===== src/logic/pcfg_pkg.sv =====
// pcfg_pkg: constants and carrier types of the config header bank
// assumes: one pci clock domain and two host-controller functions
package pcfg_pkg;
    // function numbers of the two host controllers
    localparam int         NFUNC   = 2;
    localparam logic [0:0] FUNC_FS = 1'h0;
    localparam logic [0:0] FUNC_HS = 1'h1;

    // byte offsets inside the configuration header
    localparam logic [7:0] OFS_MAKER = 8'h00;
    localparam logic [7:0] OFS_PART  = 8'h02;
    localparam logic [7:0] OFS_CMD   = 8'h04;

    // dword indexes derived from the byte offsets
    localparam logic [5:0] DW_ID  = OFS_MAKER[7:2];
    localparam logic [5:0] DW_CMD = OFS_CMD[7:2];

    // command field positions
    localparam int CMD_IO   = 0;
    localparam int CMD_MEM  = 1;
    localparam int CMD_BM   = 2;
    localparam int CMD_SPC  = 3;
    localparam int CMD_MWI  = 4;
    localparam int CMD_SNP  = 5;
    localparam int CMD_PER  = 6;
    localparam int CMD_STEP = 7;
    localparam int CMD_SERR = 8;
    localparam int CMD_FBB  = 9;

    // reset value and the bits that software may change
    localparam logic [15:0] CMD_RESET   = 16'h0000;
    localparam logic [15:0] CMD_WR_MASK = 16'h0357;

    // identification words, values arbitrary
    localparam logic [15:0] MAKER_DEF   = 16'h5a5a;
    localparam logic [15:0] PART_FS_DEF = 16'h0a01;
    localparam logic [15:0] PART_HS_DEF = 16'h0a02;

    localparam logic [15:0] HALF_ZERO = 16'h0000;
    localparam logic [31:0] RD_ZERO   = 32'h0000_0000;

    // one configuration access as the pci core hands it over
    typedef struct packed {
        logic       valid;
        logic       write;
        logic [0:0] func;
        logic [5:0] dword;
        logic [3:0] be;
        logic [31:0] wdata;
    } pcfg_req_s;

    // answer state of the configuration port
    typedef enum logic [0:0] {
        CS_IDLE = 1'b0,
        CS_ACK  = 1'b1
    } pcfg_cstate_e;
endpackage


===== src/logic/pcfg_cmd_reg.sv =====
// pcfg_cmd_reg: one function's command register
// assumes: write strobe already decoded for this function and offset
`timescale 1ns/1ps
module pcfg_cmd_reg (
    input  wire logic        core_clk_i,
    input  wire logic        nrst_i,
    input  wire logic        wr_i,
    input  wire logic [1:0]  be_i,
    input  wire logic [15:0] wdata_i,
    output logic      [15:0] cmd_o
);
    logic [15:0] lane_mask;
    logic [15:0] next_cmd;

    // read-only bits never move, so they read back zero
    assign lane_mask = {{8{be_i[1]}}, {8{be_i[0]}}}
                     & pcfg_pkg::CMD_WR_MASK;
    assign next_cmd  = wr_i ? ((cmd_o & ~lane_mask) | (wdata_i & lane_mask))
                            : cmd_o;

    // whole register clears on reset
    always_ff @(posedge core_clk_i or negedge nrst_i) begin
        if (!nrst_i) begin
            cmd_o <= pcfg_pkg::CMD_RESET;
        end else begin
            cmd_o <= next_cmd;
        end
    end
endmodule


===== src/logic/pcfg_err_gate.sv =====
// pcfg_err_gate: parity error reporting of one function
// assumes: error strobes are one-cycle pulses from the pci core
`timescale 1ns/1ps
module pcfg_err_gate (
    input  wire logic        core_clk_i,
    input  wire logic        nrst_i,
    input  wire logic [15:0] cmd_i,
    input  wire logic        addr_par_i,
    input  wire logic        data_par_i,
    input  wire logic        dpe_clr_i,
    output logic             serr_drv_o,
    output logic             perr_drv_o,
    output logic             dpe_o
);
    logic next_serr;
    logic next_perr;
    logic next_dpe;

    // system error needs both enables; parity pin needs response enable
    assign next_serr = addr_par_i & cmd_i[pcfg_pkg::CMD_SERR]
                     & cmd_i[pcfg_pkg::CMD_PER];
    assign next_perr = data_par_i & cmd_i[pcfg_pkg::CMD_PER];
    // status flag sets regardless of enables; a set beats a clear
    assign next_dpe  = addr_par_i | data_par_i
                     | (dpe_o & ~dpe_clr_i);

    // drivers held one cycle each, as the pins want
    always_ff @(posedge core_clk_i or negedge nrst_i) begin
        if (!nrst_i) begin
            serr_drv_o <= 1'b0;
            perr_drv_o <= 1'b0;
            dpe_o      <= 1'b0;
        end else begin
            serr_drv_o <= next_serr;
            perr_drv_o <= next_perr;
            dpe_o      <= next_dpe;
        end
    end
endmodule


===== src/logic/pcfg_header_top.sv =====
// pcfg_header_top: id words and command registers of both functions,
// plus the gating that the command bits impose on the pci core
// assumes: all inputs except the two sensed pins are on core_clk_i
`timescale 1ns/1ps
// How it works
// - Offset zero returns a fixed maker word and writes to it are dropped.
// - Offset two returns a fixed part word that differs per function.
// - Offset four is a 16-bit command register that resets to zero.
// - An all-zero command leaves only configuration accesses answered.
// - Fast back-to-back to other agents only while that enable is set.
// - The system error pin is driven only while its enable is one.
// - Address parity errors are reported only with both enables set.
// - The stepping bit is read-only zero.
// - The high-speed function differs from the other only in part word.
// - Without parity response the flag still sets but the pin stays off.
// - Write-and-invalidate only when its enable is one, else plain write.
// - Special cycles are ignored while the monitor bit is zero.
// - No master access starts while the bus master bit is zero.
module pcfg_header_top #(
    parameter int          NF      = pcfg_pkg::NFUNC,
    parameter logic [15:0] MAKER   = pcfg_pkg::MAKER_DEF,
    parameter logic [15:0] PART_FS = pcfg_pkg::PART_FS_DEF,
    parameter logic [15:0] PART_HS = pcfg_pkg::PART_HS_DEF
) (
    input  wire logic                core_clk_i,
    input  wire logic                nrst_i,
    input  wire pcfg_pkg::pcfg_req_s cfg_req_i,
    output logic                     cfg_ready_o,
    output logic                     cfg_ack_o,
    output logic [31:0]              cfg_rdata_o,
    input  wire logic [NF-1:0]       mem_hit_i,
    input  wire logic [NF-1:0]       io_hit_i,
    output logic [NF-1:0]            mem_claim_o,
    output logic [NF-1:0]            io_claim_o,
    output logic [NF-1:0]            disconn_o,
    input  wire logic [NF-1:0]       mst_req_i,
    input  wire logic [NF-1:0]       mst_mwi_i,
    input  wire logic [NF-1:0]       mst_fbb_i,
    output logic [NF-1:0]            mst_req_o,
    output logic [NF-1:0]            mst_mwi_o,
    output logic [NF-1:0]            mst_fbb_o,
    input  wire logic                spc_cycle_i,
    output logic [NF-1:0]            spc_take_o,
    input  wire logic [NF-1:0]       addr_par_i,
    input  wire logic [NF-1:0]       data_par_i,
    input  wire logic [NF-1:0]       dpe_clr_i,
    output logic [NF-1:0]            dpe_o,
    input  wire logic                serr_n_i,
    output logic                     serr_n_o,
    output logic                     serr_oe_o,
    input  wire logic                perr_n_i,
    output logic                     perr_n_o,
    output logic                     perr_oe_o,
    output logic                     serr_seen_o,
    output logic                     perr_seen_o
);
    // per-function command words and error drivers
    logic [NF-1:0][15:0] cmd_all;
    logic [NF-1:0]       cmd_wr;
    logic [NF-1:0]       serr_drv;
    logic [NF-1:0]       perr_drv;

    // configuration port state
    pcfg_pkg::pcfg_cstate_e cstate;
    pcfg_pkg::pcfg_cstate_e next_cstate;
    logic                   req_take;
    logic                   wr_take;
    logic [15:0]            part_sel;
    logic [15:0]            cmd_sel;
    logic [31:0]            next_rdata;

    // pin sense synchronisers, bit 0 system error, bit 1 parity
    logic [1:0] pin_s1;
    logic [1:0] pin_s2;

    // read word of one function for one dword index
    function automatic logic [31:0] rd_word(input logic [5:0]  dw,
                                            input logic [15:0] part,
                                            input logic [15:0] cmd);
        logic [31:0] w;
        w = pcfg_pkg::RD_ZERO;
        case (dw)
            pcfg_pkg::DW_ID:  w = {part, MAKER};
            pcfg_pkg::DW_CMD: w = {pcfg_pkg::HALF_ZERO, cmd};
            default:          w = pcfg_pkg::RD_ZERO;
        endcase
        return w;
    endfunction

    // a function counts as detached while its command word is zero
    function automatic logic is_detached(input logic [15:0] cmd);
        return cmd == pcfg_pkg::CMD_RESET;
    endfunction

    // one request at a time; a new one waits for the answer cycle
    assign cfg_ready_o = (cstate == pcfg_pkg::CS_IDLE);
    assign req_take    = cfg_req_i.valid & cfg_ready_o;
    assign wr_take     = req_take & cfg_req_i.write;

    // only the high-speed function swaps its part word
    assign part_sel = (cfg_req_i.func == pcfg_pkg::FUNC_HS) ? PART_HS
                                                            : PART_FS;
    assign cmd_sel  = cmd_all[cfg_req_i.func];
    // id dword is read-only: writes there reach no storage
    assign next_rdata = cfg_req_i.write ? pcfg_pkg::RD_ZERO
                      : rd_word(cfg_req_i.dword, part_sel, cmd_sel);

    // answer state machine
    always_comb begin
        next_cstate = cstate;
        case (cstate)
            pcfg_pkg::CS_IDLE: begin
                if (req_take) begin
                    next_cstate = pcfg_pkg::CS_ACK;
                end
            end
            pcfg_pkg::CS_ACK: begin
                next_cstate = pcfg_pkg::CS_IDLE;
            end
            default: begin
                next_cstate = pcfg_pkg::CS_IDLE;
            end
        endcase
    end

    always_ff @(posedge core_clk_i or negedge nrst_i) begin
        if (!nrst_i) begin
            cstate <= pcfg_pkg::CS_IDLE;
        end else begin
            cstate <= next_cstate;
        end
    end

    // read data held until the next accepted request
    always_ff @(posedge core_clk_i or negedge nrst_i) begin
        if (!nrst_i) begin
            cfg_rdata_o <= pcfg_pkg::RD_ZERO;
        end else if (req_take) begin
            cfg_rdata_o <= next_rdata;
        end
    end

    assign cfg_ack_o = (cstate == pcfg_pkg::CS_ACK);

    // one register copy and one error gate per function
    for (genvar f = 0; f < NF; f++) begin : g_fn
        assign cmd_wr[f] = wr_take & (cfg_req_i.dword == pcfg_pkg::DW_CMD)
                         & (cfg_req_i.func == 1'(f));

        pcfg_cmd_reg u_cmd (
            .core_clk_i (core_clk_i),
            .nrst_i     (nrst_i),
            .wr_i       (cmd_wr[f]),
            .be_i       (cfg_req_i.be[1:0]),
            .wdata_i    (cfg_req_i.wdata[15:0]),
            .cmd_o      (cmd_all[f])
        );

        pcfg_err_gate u_err (
            .core_clk_i (core_clk_i),
            .nrst_i     (nrst_i),
            .cmd_i      (cmd_all[f]),
            .addr_par_i (addr_par_i[f]),
            .data_par_i (data_par_i[f]),
            .dpe_clr_i  (dpe_clr_i[f]),
            .serr_drv_o (serr_drv[f]),
            .perr_drv_o (perr_drv[f]),
            .dpe_o      (dpe_o[f])
        );

        // target side: a zero word also forces every enable off
        assign disconn_o[f]   = is_detached(cmd_all[f]);
        assign mem_claim_o[f] = mem_hit_i[f] & ~disconn_o[f]
                              & cmd_all[f][pcfg_pkg::CMD_MEM];
        assign io_claim_o[f]  = io_hit_i[f] & ~disconn_o[f]
                              & cmd_all[f][pcfg_pkg::CMD_IO];
        assign spc_take_o[f]  = spc_cycle_i & ~disconn_o[f]
                              & cmd_all[f][pcfg_pkg::CMD_SPC];

        // master side: nothing leaves without bus master enable
        assign mst_req_o[f] = mst_req_i[f]
                            & cmd_all[f][pcfg_pkg::CMD_BM];
        assign mst_mwi_o[f] = mst_req_o[f] & mst_mwi_i[f]
                            & cmd_all[f][pcfg_pkg::CMD_MWI];
        assign mst_fbb_o[f] = mst_req_o[f] & mst_fbb_i[f]
                            & cmd_all[f][pcfg_pkg::CMD_FBB];
    end

    // shared open-drain pins: pull low while any function drives
    assign serr_n_o  = 1'b0;
    assign perr_n_o  = 1'b0;
    assign serr_oe_o = |serr_drv;
    assign perr_oe_o = |perr_drv;

    // the wired pins come from outside, so sense them through two synchroniser stages and an output register
    always_ff @(posedge core_clk_i or negedge nrst_i) begin
        if (!nrst_i) begin
            pin_s1      <= 2'h3;
            pin_s2      <= 2'h3;
            serr_seen_o <= 1'b0;
            perr_seen_o <= 1'b0;
        end else begin
            pin_s1      <= {perr_n_i, serr_n_i};
            pin_s2      <= pin_s1;
            serr_seen_o <= ~pin_s2[0];
            perr_seen_o <= ~pin_s2[1];
        end
    end

    // checking helpers
    logic rst_seen;
    logic serr_cause;
    logic perr_cause;

    always_ff @(posedge core_clk_i or negedge nrst_i) begin
        if (!nrst_i) begin
            rst_seen <= 1'b0;
        end else begin
            rst_seen <= 1'b1;
        end
    end

    always_comb begin
        serr_cause = 1'b0;
        perr_cause = 1'b0;
        for (int i = 0; i < NF; i++) begin
            serr_cause = serr_cause | (addr_par_i[i]
                       & cmd_all[i][pcfg_pkg::CMD_SERR]
                       & cmd_all[i][pcfg_pkg::CMD_PER]);
            perr_cause = perr_cause | (data_par_i[i]
                       & cmd_all[i][pcfg_pkg::CMD_PER]);
        end
    end
endmodule


===== config.mk =====
export PLATFORM = sky130hd
export DESIGN_NAME = pcfg_header_top
export DESIGN_NICKNAME = d
export VERILOG_FILES = /design/src/logic/pcfg_pkg.sv /design/src/logic/pcfg_cmd_reg.sv /design/src/logic/pcfg_err_gate.sv /design/src/logic/pcfg_header_top.sv
export SDC_FILE = /design/constraint.sdc
export NUM_CORES = 1
export LEC_CHECK = 0
export ABC_AREA = 1
export BUFFER_PORTS_ARGS = -buffer_cell sky130_fd_sc_hd__buf_4
export CORE_MARGIN = 5
export CORE_UTILIZATION = 46
export DETAILED_ROUTE_END_ITERATION = 10
export PLACE_DENSITY = 0.94
export SYNTH_ARGS = -nofsm -noshare
export SYNTH_HDL_FRONTEND = slang
export SYNTH_SLANG_ARGS = --single-unit

===== constraint.sdc =====
create_clock -name core_clk_i -period 2.56 [get_ports core_clk_i]
set_input_delay 0.512 -clock core_clk_i [delete_from_list [all_inputs] [get_ports core_clk_i]]
set_output_delay 0.512 -clock core_clk_i [all_outputs]
set_load 0.05 [all_outputs]

==> metrics.txt <==
width of the die 74.4 um; Row Count 23; combinational group share of total power 18.4%; post-synthesis average cell area 8.21 um2; reported max-cap violation count 0; hold-fix buffer count after cts 0; area delta synth->final 28.0%; WS Path Type reg -> out; final clock skew 0.000970 ns; delay-heaviest family, CP simple AND/OR/NAND/NOR gates; cell chain of the critical path nor2_1, nand3_1, nor4_1, buf_4; depth of the CTS H-tree 2; first-pass GRT wire length 7290 um; CTS tree done; later-pin clock latency in the skew report approximately 0.29 ns; sequential-to-total area share from yosys stat approximately half; net switching power approximately 0.38 mW; DIE AREA 5530 um2; buffers and inverters on the worst path 1; number of top-level design ports between 100 and 150; post-synthesis cell count 232; routability cong. 0.881; Nets 363; final-report max-slew violation count 0; outcome finished clean; final-report setup violation count 0; clk root buf sky130_fd_sc_hd__clkbuf_8; worst supply voltage drop on vdd ~0.22 mV; relative contribution of the clock network to total power 34.5%; total internal power 0.907 mW; final antenna-violating net count 0; worst-path cell with the longest stage delay sky130_fd_sc_hd__dfrtp_1; launch point of the worst reg-to-reg path cfg_ack_o; final global-route overflow total 0; setup_tns 0 ns; DR vias roughly 1700; Flop pwr share 47.1%; Synthesis Warnings 0; count of cells resized by post-cts repair 0; average vias per placed instance 4.84; count of different cell masters after synthesis 22; unrepaired setup endpoints after global routing false; synthesized flop and latch total 37; core outline area 4000 um2; Mapped Area 1910 um2; critical path endpoint category primary output; Sw Share about 30%; power density of the placed cells 529 nW/um2; maximum clock rate 0.504 GHz; detailed-route DRC error count 0; Arr. time, crit path 1.47 ns; required time of the critical path approximately 2.1 ns; violation count after the first detailed-routing iteration between 100 and 150; Sinks on Clock Net 37; antenna violations before repair 0; Total Routed Length 4490 um; reg2reg setup slack 1.07 ns; setup slack of the critical path after layout about 0.58 ns; Total GRT Usage between 10% and 20%; number of global-route vias before repair approximately 1600; final worst-path cycle share 77.5%; worst-path fanout max 4; pin count of the biggest net entering global routing 38; DR pass1 iterations 4; clock period minus worst slack 1.98 ns; count of buffers added by post-CTS timing repair for setup 0; Hold Violations, Final 0; average wire length per cell after detail routing roughly 13 um; type of the most critical hold path in -> async; Reg clk slew, reported paths 0.07 ns; startpoint type of the worst setup path register; pre-CTS setup slack between 0.8 and 0.9 ns; maximum single-stage delay on the critical path roughly 0.41 ns; clk buf depth 2; detailed-placement wirelength estimate 3550 um; depth of the worst register-to-register path 6; static leakage 1.39 nW; share of cells above drive strength 1 33.6%; die height 74.4 um; ant diodes 0; effective utilization at floorplan 47.6%; cts bufs inserted 5; buffers added on ports 72
## worst max path at each step
stage                    to  cells past startpoint           from
2_1_floorplan  disconn_o[0]                      3       register
3_3_place_gp       register                      5  cfg_req_i[42]
3_5_place_dp       register                      5  cfg_req_i[42]
4_1_cts        disconn_o[0]                      4       register
5_1_grt        disconn_o[0]                      4       register
6_report       disconn_o[0]                      4       register
## cells by family (layout without fill, tap and decap cells)
group / Yosys count / after routing / synth area share, %
buffers and inverters: 61 / 107 / 18.2
AND/OR/NAND/NOR: 123 / 123 / 29.9
multiplexers: 1 / 1 / 0.525
other: 1 / 21 / 0.197
flip-flops: 37 / 37 / 48.9
AO/OA/AOI/OAI: 9 / 9 / 2.36
## metal layers
metal,track usage (%),up-vias,wire length [um]
met5,0,-,0
met4,11.5,0,143
met3,3.24,12,441
met2,28.6,81,2280
met1,20.7,776,1630
li1,-,814,-
## through the flow
step	cells	power [mW]	util [%]	instance area, um2	hold WS (ns)
detailed placement	340	0.856	58.5	2340	0.347
global route	348	1.35	61.0	2440	0.193
finish	348	1.29	61.0	2440	0.163
floorplan	252	0.795	-	1980	0.216
CTS	348	1.30	61.0	2440	0.179
global placement	340	0.851	58.5	2340	0.346
## cells in the mapped netlist
master,number,area (um2)
sky130_fd_sc_hd__o21ai_0,6,30.0
sky130_fd_sc_hd__nand2_1,73,274
sky130_fd_sc_hd__nor2_2,3,18.8
sky130_fd_sc_hd__clkbuf_1,1,3.75
sky130_fd_sc_hd__inv_1,22,82.6
sky130_fd_sc_hd__buf_6,1,11.3
sky130_fd_sc_hd__conb_1,1,3.75
sky130_fd_sc_hd__nand3_1,5,25.0
sky130_fd_sc_hd__dfrtp_1,33,826
sky130_fd_sc_hd__nor2_4,3,33.8
sky130_fd_sc_hd__o21ai_1,3,15.0
sky130_fd_sc_hd__dfstp_2,4,105
sky130_fd_sc_hd__nand4_1,20,125
sky130_fd_sc_hd__nor4_1,2,12.5
sky130_fd_sc_hd__mux2i_1,1,10.0
sky130_fd_sc_hd__or2_2,2,12.5
sky130_fd_sc_hd__buf_2,4,20.0
sky130_fd_sc_hd__nor2_1,12,45.0
sky130_fd_sc_hd__nand3_2,1,10.0
sky130_fd_sc_hd__inv_2,5,18.8
sky130_fd_sc_hd__buf_4,28,210
sky130_fd_sc_hd__nand2_2,2,12.5
## final cells by class
class	count	area, um2
multi-input cells	154	703
well taps	50	62.6
fillers	347	1560
flip-flops and latches	37	931
clock inverters	1	5.00
clock buffers	7	96.3
inverters	27	101
repair buffers	72	541
## cells in the final DEF, fill, tap and decap left out
master                     Yosys  routed
sky130_fd_sc_hd__inv_2         5       5
sky130_fd_sc_hd__nor2_4        3       3
sky130_fd_sc_hd__nand2_2       2       2
sky130_fd_sc_hd__clkbuf_8      0       7
sky130_fd_sc_hd__nand3_2       1       1
sky130_fd_sc_hd__nand4_1      20      20
sky130_fd_sc_hd__nor2_1       12      12
sky130_fd_sc_hd__o21ai_1       3       3
sky130_fd_sc_hd__or2_2         2       2
sky130_fd_sc_hd__conb_1        1      21
sky130_fd_sc_hd__inv_1        22      22
sky130_fd_sc_hd__dfrtp_1      33      33
sky130_fd_sc_hd__nor4_1        2       2
sky130_fd_sc_hd__nand3_1       5       5
sky130_fd_sc_hd__clkinv_2      0       1
sky130_fd_sc_hd__dfstp_2       4       4
sky130_fd_sc_hd__nor2_2        3       3
sky130_fd_sc_hd__nand2_1      73      73
sky130_fd_sc_hd__mux2i_1       1       1
sky130_fd_sc_hd__o21ai_0       6       6
sky130_fd_sc_hd__buf_4        28      72
## power groups by stage
stage	clock network, mW	logic [mW]	registers, mW
after floorplan	0	0.165	0.630
after global placement	0	0.232	0.619
after detailed placement	0	0.237	0.619
after CTS	0.453	0.237	0.608
after global routing	0.484	0.252	0.610
final	0.446	0.237	0.608
Power figures use the tool's default switching activity.
